[src/rtl/uisl_pkg.sv]
// constants shared by the usb interrupt status logic
package uisl_pkg;
  // ==========================================================
  // register indices (byte address is four times the index)
  localparam logic [15:0] STATUS_FLAG_IDX = 16'h0f62;
  localparam logic [15:0] ERROR_FLAG_IDX = 16'h0f63;
  localparam logic [15:0] ERROR_ENABLE_IDX = 16'h0f37;
  localparam logic [15:0] STATUS_ENABLE_IDX = 16'h0f36;
  localparam logic [15:0] CONTROL_IDX = 16'h0f64;
  localparam logic [15:0] DEV_ADDR_IDX = 16'h0f65;
  localparam logic [15:0] XFER_STATUS_IDX = 16'h0f66;
  // ==========================================================
  // status flag bit positions, plus the suspend bit of the control register
  localparam int FRAME_START_BIT = 6;
  localparam int STALL_SENT_BIT = 5;
  localparam int BUS_IDLE_BIT = 4;
  localparam int TRANSACTION_DONE_BIT = 3;
  localparam int BUS_ACTIVITY_BIT = 2;
  localparam int ERROR_SUMMARY_BIT = 1;
  localparam int BUS_RESET_BIT = 0;
  localparam int SUSPEND_BIT = 1;
  // ==========================================================
  // masks and reset values
  localparam logic [7:0] STATUS_WR_MASK = 8'h7d;
  localparam logic [7:0] ERROR_IMPL_MASK = 8'h9f;
  localparam logic [7:0] STATUS_RESET = 8'h00;
  localparam logic [7:0] ERROR_RESET = 8'h00;
  localparam logic [7:0] ENABLE_RESET = 8'h00;
  localparam logic [6:0] DEV_ADDR_RESET = 7'h00;
  localparam logic [6:0] DEV_ADDR_ON_BUS_RESET = 7'h00;
  // ==========================================================
  // transfer status fifo
  localparam int XFER_FIFO_DEPTH = 4;
  localparam logic [2:0] XFER_FIFO_FULL = 3'h4;
  // ==========================================================
  // line state and idle timing
  localparam logic [1:0] LINE_J_STATE = 2'h2;
  localparam int CLK_MHZ = 125;
  localparam int IDLE_TIME_US = 3000;
  localparam int IDLE_CYCLES = IDLE_TIME_US * CLK_MHZ;
  localparam int IDLE_CNT_W = 20;
endpackage

[src/rtl/uisl_det_if.sv]
// link between the register logic and the line monitor
`timescale 1ns/100ps
`default_nettype none
interface uisl_det_if;
  logic suspend;
  logic idle_evt;
  logic actv_evt;
  modport regs (output suspend, input idle_evt, input actv_evt);
  modport det (input suspend, output idle_evt, output actv_evt);
endinterface
`default_nettype wire

[src/rtl/uisl_line_monitor.sv]
// bus idle and bus activity detection on the d+/d- lines
`timescale 1ns/100ps
`default_nettype none
module uisl_line_monitor #(
  parameter int P_IDLE_CYCLES = uisl_pkg::IDLE_CYCLES
) (
  // clock and reset
  input wire logic i_ref_clk,
  input wire logic i_rst,
  // bus lines
  input wire logic i_dp,
  input wire logic i_dm,
  // towards register logic
  uisl_det_if.det det
);
  localparam int CW = uisl_pkg::IDLE_CNT_W;
  localparam logic [CW-1:0] IDLE_LAST = CW'(P_IDLE_CYCLES - 1);

  logic [1:0] sync1, sync2, prev;
  logic [1:0] next_sync1, next_sync2, next_prev;
  logic [uisl_pkg::IDLE_CNT_W-1:0] cnt, next_cnt;
  logic arm, next_arm;
  logic idle_evt, next_idle_evt;
  logic actv_evt, next_actv_evt;

  // ==========================================================
  // next state
  always_comb begin
    next_sync1 = {i_dp, i_dm};
    next_sync2 = sync1;
    next_prev = sync2;
    next_cnt = cnt;
    next_idle_evt = 1'b0;
    next_actv_evt = 1'b0;
    next_arm = arm;
    // continuous j state for the idle time
    if (sync2 != uisl_pkg::LINE_J_STATE) begin
      next_cnt = '0;
    end else if (cnt != IDLE_LAST) begin
      next_cnt = cnt + 1'b1;
      // one event per idle stretch, none while suspended
      next_idle_evt = (cnt == IDLE_LAST - 1'b1) && !det.suspend; // RQ8 RQ5
    end
    // activity counts only once per idle episode
    if (arm && sync2 != prev) begin
      next_actv_evt = 1'b1; // RQ11
      next_arm = 1'b0; // RQ18
    end else if (idle_evt) begin
      next_arm = 1'b1; // RQ18
    end
  end

  // ==========================================================
  // registers
  always_ff @(posedge i_ref_clk) begin
    if (i_rst) begin
      sync1 <= uisl_pkg::LINE_J_STATE;
      sync2 <= uisl_pkg::LINE_J_STATE;
      prev <= uisl_pkg::LINE_J_STATE;
      cnt <= '0;
      arm <= 1'b0;
      idle_evt <= 1'b0;
      actv_evt <= 1'b0;
    end else begin
      sync1 <= next_sync1;
      sync2 <= next_sync2;
      prev <= next_prev;
      cnt <= next_cnt;
      arm <= next_arm;
      idle_evt <= next_idle_evt;
      actv_evt <= next_actv_evt;
    end
  end

  assign det.idle_evt = idle_evt;
  assign det.actv_evt = actv_evt;
endmodule
`default_nettype wire

[src/rtl/uisl_top.sv]
// usb status interrupt flags, enables, error summary and wishbone slave
// Operation
// RQ1 - two layers: status flags, error flags, enables
// RQ2 - enabled status flags ORed into one request
// RQ3 - flag stays set until written zero
// RQ4 - writing one sets writable status flags
// RQ5 - suspended: only bus activity may be flagged
// RQ6 - frame start token sets bit 6
// RQ7 - stall handshake sent sets bit 5
// RQ8 - three ms continuous idle sets bit 4
// RQ9 - transaction done sets bit 3, status readable
// RQ10 - clearing bit 3 advances fifo, token entries only
// RQ11 - line activity sets bit 2, even suspended
// RQ12 - error summary bit 1 read-only, enabled errors
// RQ13 - bus reset sets bit 0, clears address
// RQ14 - firmware unmasks activity only after idle
// RQ15 - firmware leaves suspend by writing zero
// RQ16 - flags reset to zero, bit 7 zero
// RQ17 - enables gate only the request, not flags
// RQ18 - activity rearmed only by new idle
//
// The Wishbone interface to the registers was decided locally.
`timescale 1ns/100ps
`default_nettype none
module uisl_top #(
  parameter int P_IDLE_CYCLES = uisl_pkg::IDLE_CYCLES
) (
  // clock and reset
  input wire logic i_ref_clk,
  input wire logic i_rst,
  // wishbone slave
  input wire logic i_wb_cyc,
  input wire logic i_wb_stb,
  input wire logic i_wb_we,
  input wire logic [31:0] i_wb_adr,
  input wire logic [3:0] i_wb_sel,
  input wire logic [31:0] i_wb_dat,
  output logic [31:0] o_wb_dat,
  output logic o_wb_ack,
  // serial engine events
  input wire logic i_sof_evt,
  input wire logic i_stall_evt,
  input wire logic i_trn_evt,
  input wire logic [7:0] i_trn_status,
  input wire logic i_trn_is_token,
  input wire logic i_bus_reset_evt,
  input wire logic [7:0] i_err_evt,
  // bus lines
  input wire logic i_dp,
  input wire logic i_dm,
  // outputs
  output logic o_module_irq,
  output logic o_suspend,
  output logic [6:0] o_dev_addr,
  output logic o_xfer_fifo_full
);
  localparam int D = uisl_pkg::XFER_FIFO_DEPTH;

  uisl_det_if det_link ();

  logic [7:0] flags, next_flags;
  logic [7:0] enables, next_enables;
  logic [7:0] err_flags, next_err_flags;
  logic [7:0] err_enables, next_err_enables;
  logic suspend, next_suspend;
  logic [6:0] dev_addr, next_dev_addr;
  logic [7:0] fifo_mem [D];
  logic [7:0] next_fifo_mem [D];
  logic fifo_tok [D];
  logic next_fifo_tok [D];
  logic [1:0] rd_ptr, next_rd_ptr, wr_ptr, next_wr_ptr;
  logic [2:0] fifo_cnt, next_fifo_cnt;
  logic ack, next_ack;
  logic [31:0] rdata, next_rdata;
  logic irq, next_irq;
  logic fifo_full, next_fifo_full;

  logic hit, wr, addr_ok;
  logic [15:0] idx;
  logic [7:0] wd, evt, rd_byte;
  logic push, pop, st_wr;
  logic [7:0] flag_upd;

  uisl_line_monitor #(
    .P_IDLE_CYCLES(P_IDLE_CYCLES)
  ) u_line_monitor (
    .i_ref_clk(i_ref_clk),
    .i_rst(i_rst),
    .i_dp(i_dp),
    .i_dm(i_dm),
    .det(det_link.det)
  );

  assign det_link.suspend = suspend;

  // ==========================================================
  // bus decode and event gathering
  always_comb begin
    idx = i_wb_adr[17:2];
    addr_ok = (i_wb_adr[31:18] == 14'h0000) && (i_wb_adr[1:0] == 2'h0);
    hit = i_wb_cyc && i_wb_stb;
    // write lands at the edge where the master sees ack
    wr = hit && i_wb_we && ack && i_wb_sel[0] && addr_ok;
    st_wr = wr && idx == uisl_pkg::STATUS_FLAG_IDX;
    wd = i_wb_dat[7:0];
    evt = 8'h00;
    // the serial engine is unclocked while suspended
    evt[uisl_pkg::FRAME_START_BIT] = i_sof_evt && !suspend; // RQ6 RQ5
    evt[uisl_pkg::STALL_SENT_BIT] = i_stall_evt && !suspend; // RQ7 RQ5
    evt[uisl_pkg::BUS_IDLE_BIT] = det_link.idle_evt; // RQ8
    evt[uisl_pkg::TRANSACTION_DONE_BIT] = i_trn_evt && !suspend; // RQ9 RQ5
    evt[uisl_pkg::BUS_ACTIVITY_BIT] = det_link.actv_evt; // RQ11
    evt[uisl_pkg::BUS_RESET_BIT] = i_bus_reset_evt && !suspend; // RQ13 RQ5
  end

  // ==========================================================
  // per-bit status update: written value or hold, events win
  for (genvar g = 0; g < 8; g++) begin : g_flag
    if (uisl_pkg::STATUS_WR_MASK[g]) begin : g_wr
      assign flag_upd[g] = (st_wr ? wd[g] : flags[g]) | evt[g]; // RQ3 RQ4
    end else begin : g_ro
      assign flag_upd[g] = flags[g] | evt[g]; // RQ3 RQ17
    end
  end

  // ==========================================================
  // control group: enables, suspend, device address
  always_comb begin
    next_enables = enables;
    next_err_enables = err_enables;
    next_suspend = suspend;
    next_dev_addr = dev_addr;
    if (wr && idx == uisl_pkg::STATUS_ENABLE_IDX) begin
      // summary enable kept too, bit 7 stays zero
      next_enables = wd & (uisl_pkg::STATUS_WR_MASK | 8'h02);
    end
    if (wr && idx == uisl_pkg::ERROR_ENABLE_IDX) begin
      next_err_enables = wd & uisl_pkg::ERROR_IMPL_MASK; // RQ1
    end
    if (wr && idx == uisl_pkg::CONTROL_IDX) begin
      next_suspend = wd[uisl_pkg::SUSPEND_BIT]; // RQ15
    end
    if (wr && idx == uisl_pkg::DEV_ADDR_IDX) begin
      next_dev_addr = wd[6:0];
    end
    if (evt[uisl_pkg::BUS_RESET_BIT]) begin
      next_dev_addr = uisl_pkg::DEV_ADDR_ON_BUS_RESET; // RQ13
    end
  end

  always_ff @(posedge i_ref_clk) begin
    if (i_rst) begin
      enables <= uisl_pkg::ENABLE_RESET;
      err_enables <= uisl_pkg::ENABLE_RESET;
      suspend <= 1'b0;
      dev_addr <= uisl_pkg::DEV_ADDR_RESET;
    end else begin
      enables <= next_enables;
      err_enables <= next_err_enables;
      suspend <= next_suspend;
      dev_addr <= next_dev_addr;
    end
  end

  // ==========================================================
  // transfer status fifo: pop on clearing the done flag
  always_comb begin
    next_fifo_mem = fifo_mem;
    next_fifo_tok = fifo_tok;
    next_rd_ptr = rd_ptr;
    next_wr_ptr = wr_ptr;
    // only token entries advance, others stay at the head
    pop = st_wr && flags[uisl_pkg::TRANSACTION_DONE_BIT]
      && !wd[uisl_pkg::TRANSACTION_DONE_BIT]
      && fifo_cnt != 3'h0 && fifo_tok[rd_ptr]; // RQ10
    // a full fifo drops further entries
    push = evt[uisl_pkg::TRANSACTION_DONE_BIT] && fifo_cnt != uisl_pkg::XFER_FIFO_FULL;
    if (push) begin
      next_fifo_mem[wr_ptr] = i_trn_status; // RQ9
      next_fifo_tok[wr_ptr] = i_trn_is_token;
      next_wr_ptr = wr_ptr + 2'h1;
    end
    if (pop) begin
      next_rd_ptr = rd_ptr + 2'h1; // RQ10
    end
    next_fifo_cnt = fifo_cnt + {2'h0, push} - {2'h0, pop};
    next_fifo_full = next_fifo_cnt == uisl_pkg::XFER_FIFO_FULL;
  end

  always_ff @(posedge i_ref_clk) begin
    if (i_rst) begin
      for (int i = 0; i < D; i++) begin
        fifo_mem[i] <= 8'h00;
        fifo_tok[i] <= 1'b0;
      end
      rd_ptr <= 2'h0;
      wr_ptr <= 2'h0;
      fifo_cnt <= 3'h0;
      fifo_full <= 1'b0;
    end else begin
      fifo_mem <= next_fifo_mem;
      fifo_tok <= next_fifo_tok;
      rd_ptr <= next_rd_ptr;
      wr_ptr <= next_wr_ptr;
      fifo_cnt <= next_fifo_cnt;
      fifo_full <= next_fifo_full;
    end
  end

  // ==========================================================
  // error layer: write zero clears, events win over the clear
  always_comb begin
    next_err_flags = err_flags;
    if (wr && idx == uisl_pkg::ERROR_FLAG_IDX) begin
      next_err_flags = err_flags & wd;
    end
    // the engine reports no errors while unclocked
    next_err_flags = (next_err_flags | (i_err_evt & {8{!suspend}}))
      & uisl_pkg::ERROR_IMPL_MASK; // RQ1 RQ5
  end

  always_ff @(posedge i_ref_clk) begin
    if (i_rst) begin
      err_flags <= uisl_pkg::ERROR_RESET;
    end else begin
      err_flags <= next_err_flags;
    end
  end

  // ==========================================================
  // status layer: done and summary on top of the per-bit update
  always_comb begin
    next_flags = flag_upd;
    // further pending entries raise the done flag again
    if (pop && next_fifo_cnt != 3'h0) begin
      next_flags[uisl_pkg::TRANSACTION_DONE_BIT] = 1'b1; // RQ9
    end
    // summary is read-only and built from enabled errors only
    next_flags[uisl_pkg::ERROR_SUMMARY_BIT] = |(next_err_flags & next_err_enables); // RQ12 RQ1
    next_flags[7] = 1'b0; // RQ16
  end

  always_ff @(posedge i_ref_clk) begin
    if (i_rst) begin
      flags <= uisl_pkg::STATUS_RESET; // RQ16
    end else begin
      flags <= next_flags;
    end
  end

  // ==========================================================
  // module request: enables gate only the propagation
  always_comb begin
    next_irq = |(next_flags & next_enables); // RQ2 RQ17
  end

  always_ff @(posedge i_ref_clk) begin
    if (i_rst) begin
      irq <= 1'b0;
    end else begin
      irq <= next_irq;
    end
  end

  // ==========================================================
  // read mux and acknowledge
  always_comb begin
    rd_byte = 8'h00;
    if (addr_ok) begin
      case (idx)
        uisl_pkg::STATUS_FLAG_IDX: rd_byte = flags;
        uisl_pkg::STATUS_ENABLE_IDX: rd_byte = enables;
        uisl_pkg::ERROR_FLAG_IDX: rd_byte = err_flags;
        uisl_pkg::ERROR_ENABLE_IDX: rd_byte = err_enables;
        uisl_pkg::CONTROL_IDX: rd_byte = {6'h00, suspend, 1'b0};
        uisl_pkg::DEV_ADDR_IDX: rd_byte = {1'b0, dev_addr};
        uisl_pkg::XFER_STATUS_IDX: rd_byte = fifo_mem[rd_ptr]; // RQ9
        default: rd_byte = 8'h00;
      endcase
    end
    next_ack = hit && !ack;
    next_rdata = (hit && !ack) ? {24'h00_0000, rd_byte} : 32'h0000_0000;
  end

  // ==========================================================
  // bus group registers
  always_ff @(posedge i_ref_clk) begin
    // ack and read data stand for exactly one cycle
    if (i_rst) begin
      ack <= 1'b0;
      rdata <= 32'h0000_0000;
    end else begin
      ack <= next_ack;
      rdata <= next_rdata;
    end
  end

  assign o_wb_ack = ack;
  assign o_wb_dat = rdata;
  assign o_module_irq = irq;
  assign o_suspend = suspend;
  assign o_dev_addr = dev_addr;
  assign o_xfer_fifo_full = fifo_full;
endmodule
`default_nettype wire

[config.mk]
export PLATFORM = sky130hd
export DESIGN_NAME = uisl_top
export DESIGN_NICKNAME = d
export VERILOG_FILES = /design/src/rtl/uisl_pkg.sv /design/src/rtl/uisl_det_if.sv /design/src/rtl/uisl_line_monitor.sv /design/src/rtl/uisl_top.sv
export SDC_FILE = /design/constraint.sdc
export NUM_CORES = 1
export LEC_CHECK = 0
export BUFFER_PORTS_ARGS = -buffer_cell sky130_fd_sc_hd__buf_2
export CAP_MARGIN = 20
export CORE_MARGIN = 4
export CORE_UTILIZATION = 40
export CTS_BUF_LIST = sky130_fd_sc_hd__clkbuf_8
export DETAILED_ROUTE_END_ITERATION = 16
export GPL_TIMING_DRIVEN = 0
export PLACE_DENSITY_LB_ADDON = 0.08
export SLEW_MARGIN = 25
export SYNTH_ARGS = -nofsm -noshare
export SYNTH_HDL_FRONTEND = slang
export SYNTH_HIERARCHICAL = 1
export SYNTH_SLANG_ARGS = --single-unit
[constraint.sdc]
create_clock -name i_ref_clk -period 9.1 [get_ports i_ref_clk]
set_input_delay 1.82 -clock i_ref_clk [delete_from_list [all_inputs] [get_ports i_ref_clk]]
set_output_delay 1.82 -clock i_ref_clk [all_outputs]
set_load 0.05 [all_outputs]
==> summary.txt, run 1 <==
Yosys
  – EDFF count, synth: 0
  – Post-Synth XOR/XNOR Area: 3.42%
  – Leading area contributor after synthesis: dfxtp_1
  – Synth top area share: 41.6%
  – Flops & latches, synth: 117
  – Largest family of logic cells by synthesized area: simple AND/OR/NAND/NOR gates
  – Post-synthesis mux area share: 7.03%
  – Async S/R FF share, synth: 0%
  – Top-count cell post-synth: dfxtp_1
  – Top cells by area, synth: dfxtp_1 (42%), a21oi_1 (6.4%), nand2_1 (6.2%)
  – Synth top cells by count: dfxtp_1 (117), nand2_1 (93), a21oi_1 (72)
  – Dominant synthesized flop cell: dfxtp_1
  – Avg Cell Area, Syn: 8.54 um2
  – Compound-Gate Fraction of Synth Area: 13.3%
  – Synth Area in Adders: 2.13%
  – Yosys warning total: 6
  – Yosys cell types: 56
  – Post-Synthesis Cell Area: 0.00563 mm2
  – Synth Instances: 659
  – Sequential area share after synthesis: 41.6%
  – Synth Area in Simple Gates: 26.3%

Worst hold path
  – Hold Path Class: reg2reg
  – HP Start: u_line_monitor/next_sync2[1]$_SDFF_PP1_

CTS
  – Num CTS Buffers: 17
  – Post-CTS repair timing setup buffer count: 0
  – Post-cts hold buffer count: 0
  – CTS-repair resized insts: 0
  – Clock Tree Root: clkbuf_8
  – H-tree levels: 4
  – Register clock-pin slew on the reported worst setup and hold paths: 0.07 ns
  – Clock sinks: 117
  – CTS tree: done
  – Clk_lat worst skew: 0.43 ns
  – CTS Buffer Depth: 2

STA
  – Final Setup Violations: 0
  – Max Slew Vio Count: 0
  – RSZ-0062 raised after global routing: no
  – WHS: 0.407 ns
  – Tmin final: 5.41 ns
  – Final WS setup: 3.69 ns
  – Fmax: 185 MHz
  – Slew margin rel.: 36.1%
  – Slew of the pin with the lowest slew margin: 0.950 ns
  – Setup TNS: 0 ns
  – Period Utilization, post-route: 59.4%
  – Final hold viol count: 0
  – Final Skew: 0.0120 ns

Setup path
  – Crit Path Max Fanout: 8
  – CP arrival: 5.70 ns
  – Critical Path Sink Type: register
  – Crit-path leading delay family: simple AND/OR/NAND/NOR gates
  – WP buf/inv: 2
  – Slowest cell on crit path: nor2_1
  – Worst EP required: 9.39 ns
  – Endpoint of the worst register-to-register path: o_module_irq$_SDFF_PP0_
  – FF-to-FF path depth: 17
  – Startpoint Class: primary input
  – Reg2reg setup slack: 4.83 ns
  – Critical Path Sink: o_module_irq$_SDFF_PP0_
  – Worst-path cell chain: buf_2 -> nor3_1 -> nand3_1 -> nor2_1 -> nand2_1 -> nor2_1 -> ha_1 -> inv_1 -> ha_1 -> fa_1 -> xnor2_1 -> xnor2_1 -> nor3_1 -> o21bai_1 -> mux2_2 -> o21bai_1 -> and4b_1 -> o21ai_1
  – FF-to-FF Start: o_suspend$_SDFFE_PP0P_
  – Stages on worst setup path: 18
  – Crit path largest cell delay: 0.65 ns
  – Setup crit start: i_wb_adr[15]
  – Critical path type: in2reg

Placement
  – Number of buffers added on ports: 82
  – # placed instances: 944
  – Routability Congestion: 0.886
  – Pre-CTS setup slack: 3.20 ns
  – DPL Wire Length: 11800 um

GRT
  – Initial antenna violation count: 0
  – Total gr overflow: 0
  – Number of global-route vias before repair: 5061
  – Largest net degree at the start of global routing: 17
  – First-pass GRT wire length: 25600 um
  – Total GRT Usage: 20.3%

Run status
  – Outcome: complete, no violations

Pwr
  – PD cells: 175 mW/mm2
  – Leak Pwr: 2.52 nW
  – Design Power: 0.00117 W
  – Worst VDD drop: 0.0000899 V

Route
  – Via Count: 5240
  – Detailed Routing Iterations Pass 1: 5
  – Wire length per cell: 17.0 um
  – DR DRC count: 0
  – Routed wire length: 16600 um
  – Routed Antenna Nets: 0
  – Number of vias per cell: 5.39
  – DRT iter0 DRCs: 447

Cells and area
  – Inserted Diodes: 0
  – Area grow syn2layout: 19.3%
  – Final cell count without fillers: 972
  – Fillers: 1350
  – Final net count: 888
  – Share of cells above drive strength 1: 21.2%

Floorplanning
  – Ports: 139
  – # rows: 43
  – Core Region: 0.0138 mm2
  – Die Wd: 127 um
  – Die footprint: 0.0160 mm2
  – Initial Util: 40.7%
  – Die height: 127 um

Run
  – Max-capacitance violation count: 0
## layout make-up
type / count / area [um2] / area share [%]
buffer: 52 / 293 / 4.36
clock buffer: 22 / 303 / 4.51
clock inverter: 6 / 53.8 / 0.801
inverter: 13 / 48.8 / 0.727
multi-input combinational: 500 / 3040 / 45.3
sequential: 117 / 2340 / 34.9
tap: 180 / 225 / 3.35
timing repair buffer: 82 / 410 / 6.11
## registers in the layout, indices dropped and copies added, names as in the netlist
name                         count
u_line_monitor/arm               1
rd_ptr                           2
o_xfer_fifo_full                 1
o_dev_addr                       7
fifo_mem                        32
enables                          7
flags                            7
o_wb_dat                         8
err_enables                      6
u_line_monitor/next_prev         2
wr_ptr                           2
o_wb_ack                         1
err_flags                        6
fifo_tok                         4
u_line_monitor/prev              2
o_module_irq                     1
u_line_monitor/det.actv_evt      1
fifo_cnt                         3
u_line_monitor/cnt              20
o_suspend                        1
u_line_monitor/det.idle_evt      1
u_line_monitor/next_sync2        2
## metrics by stage
step,cell area (um2),util (%)
final,6720,48.6
after global routing,6720,48.6
after CTS,6720,48.6
after detailed placement,6360,46.0
after global placement,6350,45.9
after floorplan,5710,-
## metal layers
| layer | routed length [um] | global-route usage [%] | vias to the layer above | part of all wire, % |
|---|---|---|---|---|
| met4 | 372 | 10.0 | 0 | 2.2 |
| met2 | 7880 | 32.8 | 225 | 48 |
| met1 | 7020 | 25.0 | 2465 | 42 |
| met3 | 1290 | 5.47 | 28 | 7.8 |
| li1 | - | - | 2522 | - |
| met5 | 0 | 0 | - | 0 |
## placed cells by master (no fill, tap or decap), types with 7 or more instances in the layout
master	Yosys	routed
xnor2_1	9	9
nor2b_1	10	10
clkbuf_8	0	22
nor3_1	8	8
clkbuf_1	21	21
nor2_1	53	53
nand2_1	93	93
conb_1	1	24
ha_1	8	8
o21ai_0	15	15
a21oi_1	72	72
inv_1	13	14
a22oi_1	10	10
nand3_1	51	51
nor4_1	9	9
nand2b_1	24	24
buf_2	6	88
xor2_1	13	13
buf_4	24	24
mux4_2	9	9
dfxtp_1	117	117
mux2i_1	17	17
o22ai_1	8	8
a31oi_1	7	7
## how the worst min path moves through the flow
| stage | to | slack [ns] | cells after the start |
|---|---|---|---|
| 6_report | u_line_monitor/next_prev[1]$_SDFF_PP1_ | 0.41 | 1 |
| 5_1_grt | u_line_monitor/next_prev[1]$_SDFF_PP1_ | 0.42 | 1 |
| 2_1_floorplan | u_line_monitor/next_prev[1]$_SDFF_PP1_ | 0.39 | 1 |
| 3_3_place_gp | u_line_monitor/next_prev[1]$_SDFF_PP1_ | 0.39 | 1 |
| 3_5_place_dp | u_line_monitor/next_prev[1]$_SDFF_PP1_ | 0.39 | 1 |
| 4_1_cts | u_line_monitor/next_prev[1]$_SDFF_PP1_ | 0.41 | 1 |
## kinds of logic after synthesis
group / after synthesis
buffers and inverters: 65
other: 1
AOI/OAI and AO/OA: 129
and+or+nand+nor: 288
muxes: 28
adders and majority gates: 9
xor gates and xnor gates: 22
DFF: 117
## report_power, final
part           switching, W  total [W]  internal (W)
Combinational      0.000121   0.000183     0.0000619
Clock              0.000196   0.000439      0.000243
Sequential        0.0000147   0.000550      0.000536
(Power assumes the default switching activity.)
==> run 2: changes to the inputs <==
==> constraint.sdc (replaced) <==
create_clock -name i_ref_clk -period 4.85 [get_ports i_ref_clk]
set_input_delay 0.97 -clock i_ref_clk [delete_from_list [all_inputs] [get_ports i_ref_clk]]
set_output_delay 0.97 -clock i_ref_clk [all_outputs]
set_load 0.05 [all_outputs]
==> run 2 against run 1 <==
Net effect: worst setup slack worse by 3.4 ns; routed wire length is 0.17% lower; total power is 88% higher; combinational power is 87% higher; via count hardly changed; clock power is 88% higher; clock skew hardly changed; die area stayed put; global-route usage stayed put.
==> summary.txt, run 2 (synthesized netlist as in run 1, its figures left out) <==
Run status
  – Outcome: complete, no violations

STA
  – Max Slew Vio Count: 0
  – Setup TNS: 0 ns
  – Period Utilization, post-route: 93.5%
  – Final hold viol count: 0
  – Slew margin rel.: 32.2%
  – Fmax: 220 MHz
  – Final WS setup: 0.314 ns
  – RSZ-0062 raised after global routing: no
  – Final Skew: 0.0121 ns
  – Slew of the pin with the lowest slew margin: 1.01 ns
  – Final Setup Violations: 0
  – Tmin final: 4.54 ns

CTS
  – Clock Tree Root: clkbuf_8
  – Register clock-pin slew on the reported worst setup and hold paths: 0.07 ns
  – H-tree levels: 4
  – CTS Buffer Depth: 2
  – Clk_lat worst skew: 0.44 ns
  – Post-cts hold buffer count: 0
  – Post-CTS repair timing setup buffer count: 0
  – CTS tree: done
  – Clock sinks: 117
  – CTS-repair resized insts: 0
  – Num CTS Buffers: 17

Cells and area
  – Fillers: 1350
  – Share of cells above drive strength 1: 21.3%
  – Area of the multi-input gates: 0.00304 mm2
  – Reg area: 0.00234 mm2
  – Final net count: 888
  – Largest register FFs: 32
  – Final cell count without fillers: 972
  – Commonest cells after routing, fill and taps aside: dfxtp_1 (117), nand2_1 (93), buf_2 (88)
  – Biggest register: fifo_mem
  – Area grow syn2layout: 19.4%
  – Commonest non-fill, non-tap cell in the layout: dfxtp_1
  – Fin util: 48.6%
  – Inserted Diodes: 0

Pwr
  – Leak Pwr: 2.52 nW
  – PD cells: 328 mW/mm2
  – Design Power: 0.00220 W
  – Worst VDD drop: 0.000169 V

GRT
  – Largest net degree at the start of global routing: 17
  – Number of global-route vias before repair: 5061
  – GRT met2 Usage: 32.8%
  – Total GRT Usage: 20.3%
  – First-pass GRT wire length: 25600 um
  – Met3 track demand over resource: 5.47%
  – GR Util met1: 25.0%
  – Total gr overflow: 0
  – Initial antenna violation count: 0
  – Most Used Layer, Global Route: met2

Placement
  – Number of buffers added on ports: 82
  – Pre-CTS setup slack: -0.201 ns
  – DPL Wire Length: 11800 um
  – Routability Congestion: 0.886
  – # placed instances: 944

Floorplanning
  – Die footprint: 0.0160 mm2
  – # rows: 43
  – Die height: 127 um
  – Ports: 139
  – Core Region: 0.0138 mm2
  – Initial Util: 40.7%
  – Die Wd: 127 um

Route
  – DRT iter0 DRCs: 449
  – Detailed Routing Iterations Pass 1: 5
  – Wire length per cell: 17.0 um
  – Routed Antenna Nets: 0
  – Routed wire length: 16500 um
  – Number of vias per cell: 5.40
  – DR DRC count: 0
  – Via Count: 5244

Setup path
  – Startpoint Class: primary input
  – Worst-path cell chain: buf_2 -> nor3_1 -> nand3_1 -> nor2_1 -> nand2_1 -> nor2_1 -> ha_1 -> inv_1 -> ha_1 -> fa_1 -> xnor2_1 -> xnor2_1 -> nor3_1 -> o21bai_1 -> mux2_2 -> o21bai_1 -> and4b_1 -> o21ai_1
  – Crit path largest cell delay: 0.63 ns
  – Worst EP required: 5.14 ns
  – Critical path type: in2reg
  – Slowest cell on crit path: nor2_1
  – CP arrival: 4.83 ns
  – Critical Path Sink Type: register
  – Crit Path Max Fanout: 8

Worst hold path
  – Hold Path Class: reg2reg

Run
  – Max-capacitance violation count: 0
run 2: cell counts in the layout (fill, tap and decap cells not counted):
No cell type changed its count.
run 2: worst paths after layout:
path | start | endpoint | slack, ns | depth (start not counted)
worst min register to register | u_line_monitor/next_sync2[1]$_SDFF_PP1_ | u_line_monitor/next_prev[1]$_SDFF_PP1_ | 0.41 | 1
worst min-delay path | u_line_monitor/next_sync2[1]$_SDFF_PP1_ | u_line_monitor/next_prev[1]$_SDFF_PP1_ | 0.41 | 1
worst max register to register | o_suspend$_SDFFE_PP0P_ | o_module_irq$_SDFF_PP0_ | 0.60 | 17
worst max-delay path | i_wb_adr[15] | o_module_irq$_SDFF_PP0_ | 0.31 | 18
run 2: area by class of cell:
class                   instances  share of cell area, %
clock buffers                  22                   4.51
multi-input cells             500                   45.3
clock inverters                 6                  0.801
inverters                      13                  0.726
flip-flops and latches        117                   34.9
well taps                     180                   3.35
plain buffers                  52                   4.36
repair buffers                 82                   6.11
run 2: layer usage:
metal | wire (um) | vias to the layer above
met3 | 1240 | 37
met1 | 7050 | 2471
met2 | 7820 | 213
met4 | 426 | 0
li1 | - | 2523
met5 | 0 | -
run 2: power breakdown:
group	internal [W]	total (W)	switching [W]
Combinational	0.000116	0.000342	0.000226
Clock	0.000456	0.000827	0.000371
Sequential	0.00101	0.00103	0.0000276
Total	0.00158	0.00220	0.000625
run 2: per-stage QoR:
stage / area, um2 / hold WS [ns]
after global placement: 6350 / 0.394
after floorplan: 5710 / 0.389
after global routing: 6720 / 0.424
final: 6720 / 0.407
after CTS: 6720 / 0.408
after detailed placement: 6360 / 0.392
run 2: worst max-delay path: cells and delay by family:
| family | cells | cell delay (ns) |
|---|---|---|
| and+or+nand+nor | 7 | 2.15 |
| muxes | 1 | 0.28 |
| xor gates and xnor gates | 2 | 0.29 |
| AOI/OAI and AO/OA | 3 | 0.31 |
| adders and majority gates | 3 | 0.69 |
| buffers and inverters | 2 | 0.14 |
==> run 3: changes to the inputs <==
--- a/config.mk
+++ b/config.mk
@@ -11,7 +11,6 @@
 export CORE_UTILIZATION = 40
 export CTS_BUF_LIST = sky130_fd_sc_hd__clkbuf_8
 export DETAILED_ROUTE_END_ITERATION = 16
-export GPL_TIMING_DRIVEN = 0
 export PLACE_DENSITY_LB_ADDON = 0.08
 export SLEW_MARGIN = 25
 export SYNTH_ARGS = -nofsm -noshare
==> run 3 against run 2 <==
Net effect: flip-flop and latch count is the same; total power is 1.2% higher; largest power group unchanged; hold slack better by 0.0077 ns; highest routed layer unchanged; critical path depth unchanged; largest cell class unchanged; core utilization is 1.0 points lower; clock-buffer cell count unchanged.
==> summary.txt, run 3 (synthesized netlist as in run 1, its figures left out) <==
CTS
  – CTS tree: done
  – Post-cts hold buffer count: 0
  – Num CTS Buffers: 17
  – Clock sinks: 117
  – Clock Tree Root: clkbuf_8
  – Clk_lat worst skew: 0.44 ns
  – H-tree levels: 4
  – Register clock-pin slew on the reported worst setup and hold paths: 0.06 ns
  – CTS-repair resized insts: 0
  – CTS Buffer Depth: 2
  – Post-CTS repair timing setup buffer count: 0

Setup path
  – Crit Path Max Fanout: 9
  – Worst-path cell chain: buf_2 -> nor3b_1 -> nand2_1 -> nor2_1 -> nand2_1 -> nor2_1 -> ha_1 -> inv_1 -> ha_1 -> fa_1 -> xnor2_1 -> xnor2_1 -> nor3_1 -> o21bai_1 -> mux2_2 -> o21bai_1 -> and4b_1 -> o21ai_1
  – WP buf/inv: 2
  – Worst EP required: 5.16 ns
  – Setup crit start: i_wb_adr[4]
  – Critical path type: in2reg
  – Critical Path Sink Type: register
  – Startpoint Class: primary input
  – Crit-path leading delay family: simple AND/OR/NAND/NOR gates
  – FF-to-FF Start: rd_ptr[0]$_SDFFE_PP0P_
  – Crit path largest cell delay: 0.41 ns
  – Slowest cell on crit path: nor3b_1
  – CP arrival: 4.18 ns

Cells and area
  – Reg area: 0.00234 mm2
  – Fillers: 1415
  – Final cell count without fillers: 938
  – Commonest cells after routing, fill and taps aside: dfxtp_1 (117), nand2_1 (93), buf_2 (85)
  – Area grow syn2layout: 16.9%
  – Share of cells above drive strength 1: 20.7%
  – Final net count: 853
  – Largest register FFs: 32
  – Inserted Diodes: 0
  – Commonest non-fill, non-tap cell in the layout: dfxtp_1
  – Biggest register: fifo_mem
  – Area of the multi-input gates: 0.00305 mm2

Floorplanning
  – # rows: 43
  – Die footprint: 0.0160 mm2
  – Core Region: 0.0138 mm2
  – Die Wd: 127 um
  – Ports: 139
  – Initial Util: 40.7%
  – Die height: 127 um

Pwr
  – Sw frac: 27.4%
  – Leak Pwr: 2.43 nW
  – PD cells: 339 mW/mm2
  – Comb pwr share: 14.0%
  – Clock Power Share: 39.6%
  – Switching power total: 0.000611 W
  – Sequential power share: 46.4%
  – Worst VDD drop: 0.000183 V
  – Int Power: 0.00162 W

Placement
  – # placed instances: 909
  – DPL Wire Length: 10700 um
  – Routability Congestion: 0.888
  – Number of buffers added on ports: 85
  – Pre-CTS setup slack: 0.520 ns

STA
  – Slew of the pin with the lowest slew margin: 0.777 ns
  – Slew margin rel.: 47.8%
  – Fmax: 258 MHz
  – Max Slew Vio Count: 0
  – Final Skew: 0.00800 ns
  – Final hold viol count: 0
  – Setup TNS: 0 ns
  – Final Setup Violations: 0
  – Final WS setup: 0.978 ns
  – RSZ-0062 raised after global routing: no
  – Period Utilization, post-route: 79.8%
  – Tmin final: 3.87 ns

Route
  – Wire length per cell: 16.1 um
  – Number of vias per cell: 5.26
  – DRT iter0 DRCs: 337
  – Routed wire length: 15100 um
  – Detailed Routing Iterations Pass 1: 5
  – DR DRC count: 0
  – Routed Antenna Nets: 0
  – Via Count: 4932

Worst hold path
  – Hold Path Class: reg2reg
  – HP Start: u_line_monitor/next_sync2[1]$_SDFF_PP1_

GRT
  – Number of global-route vias before repair: 4597
  – Initial antenna violation count: 0
  – Total GRT Usage: 18.8%
  – Largest net degree at the start of global routing: 52
  – Total gr overflow: 0
  – First-pass GRT wire length: 24200 um

Run status
  – Outcome: complete, no violations

Run
  – Max-capacitance violation count: 0
## run 3: cell types whose count changed in the layout (fill, tap and decap cells not counted), sizes merged
cell    before  now
buf        113   99
clkbuf      43   22
bufinv       1    2
clkinv       4    2
inv         14   16
## run 3: through the flow
step                      instance area (um2)  total power [W]  hold slack, ns  util, %
after floorplan                          5710          0.00128           0.389        -
after CTS                                6580          0.00225           0.417     47.6
after global routing                     6580          0.00233           0.433     47.6
final                                    6580          0.00223           0.415     47.6
after detailed placement                 6190          0.00137           0.399     44.8
after global placement                   6190          0.00136           0.395     44.8
## run 3: final cells by class
cell class              count  area share [%]
inverters                  13           0.742
clock buffers              22            4.60
well taps                 180            3.42
clock inverters             7            1.24
flip-flops and latches    117            35.6
repair buffers             99            8.07
multi-input cells         500            46.3
## run 3: power by group through the flow
| stage | clock network [W] | registers [W] | logic, W |
|---|---|---|---|
| final | 0.000883 | 0.00103 | 0.000312 |
| after global routing | 0.000949 | 0.00104 | 0.000341 |
| after CTS | 0.000906 | 0.00103 | 0.000312 |
| after detailed placement | 0 | 0.00105 | 0.000311 |
| after global placement | 0 | 0.00105 | 0.000306 |
| after floorplan | 0 | 0.00105 | 0.000227 |
## run 3: routing by layer
metal	track usage, %	vias up	share of wire [%]
li1	-	2450	-
met1	25.0	2311	45
met2	29.9	152	47
met3	4.51	19	6.3
met4	6.88	0	1.7
met5	0	-	0
## run 3: worst paths after layout
kind / slack, ns / depth (start not counted) / to
hold / removal: 0.41 / 1 / u_line_monitor/next_prev[1]$_SDFF_PP1_
setup / recovery: 0.98 / 18 / o_module_irq$_SDFF_PP0_
hold reg to reg: 0.41 / 1 / u_line_monitor/next_prev[1]$_SDFF_PP1_
setup reg to reg: 1.08 / 17 / o_module_irq$_SDFF_PP0_
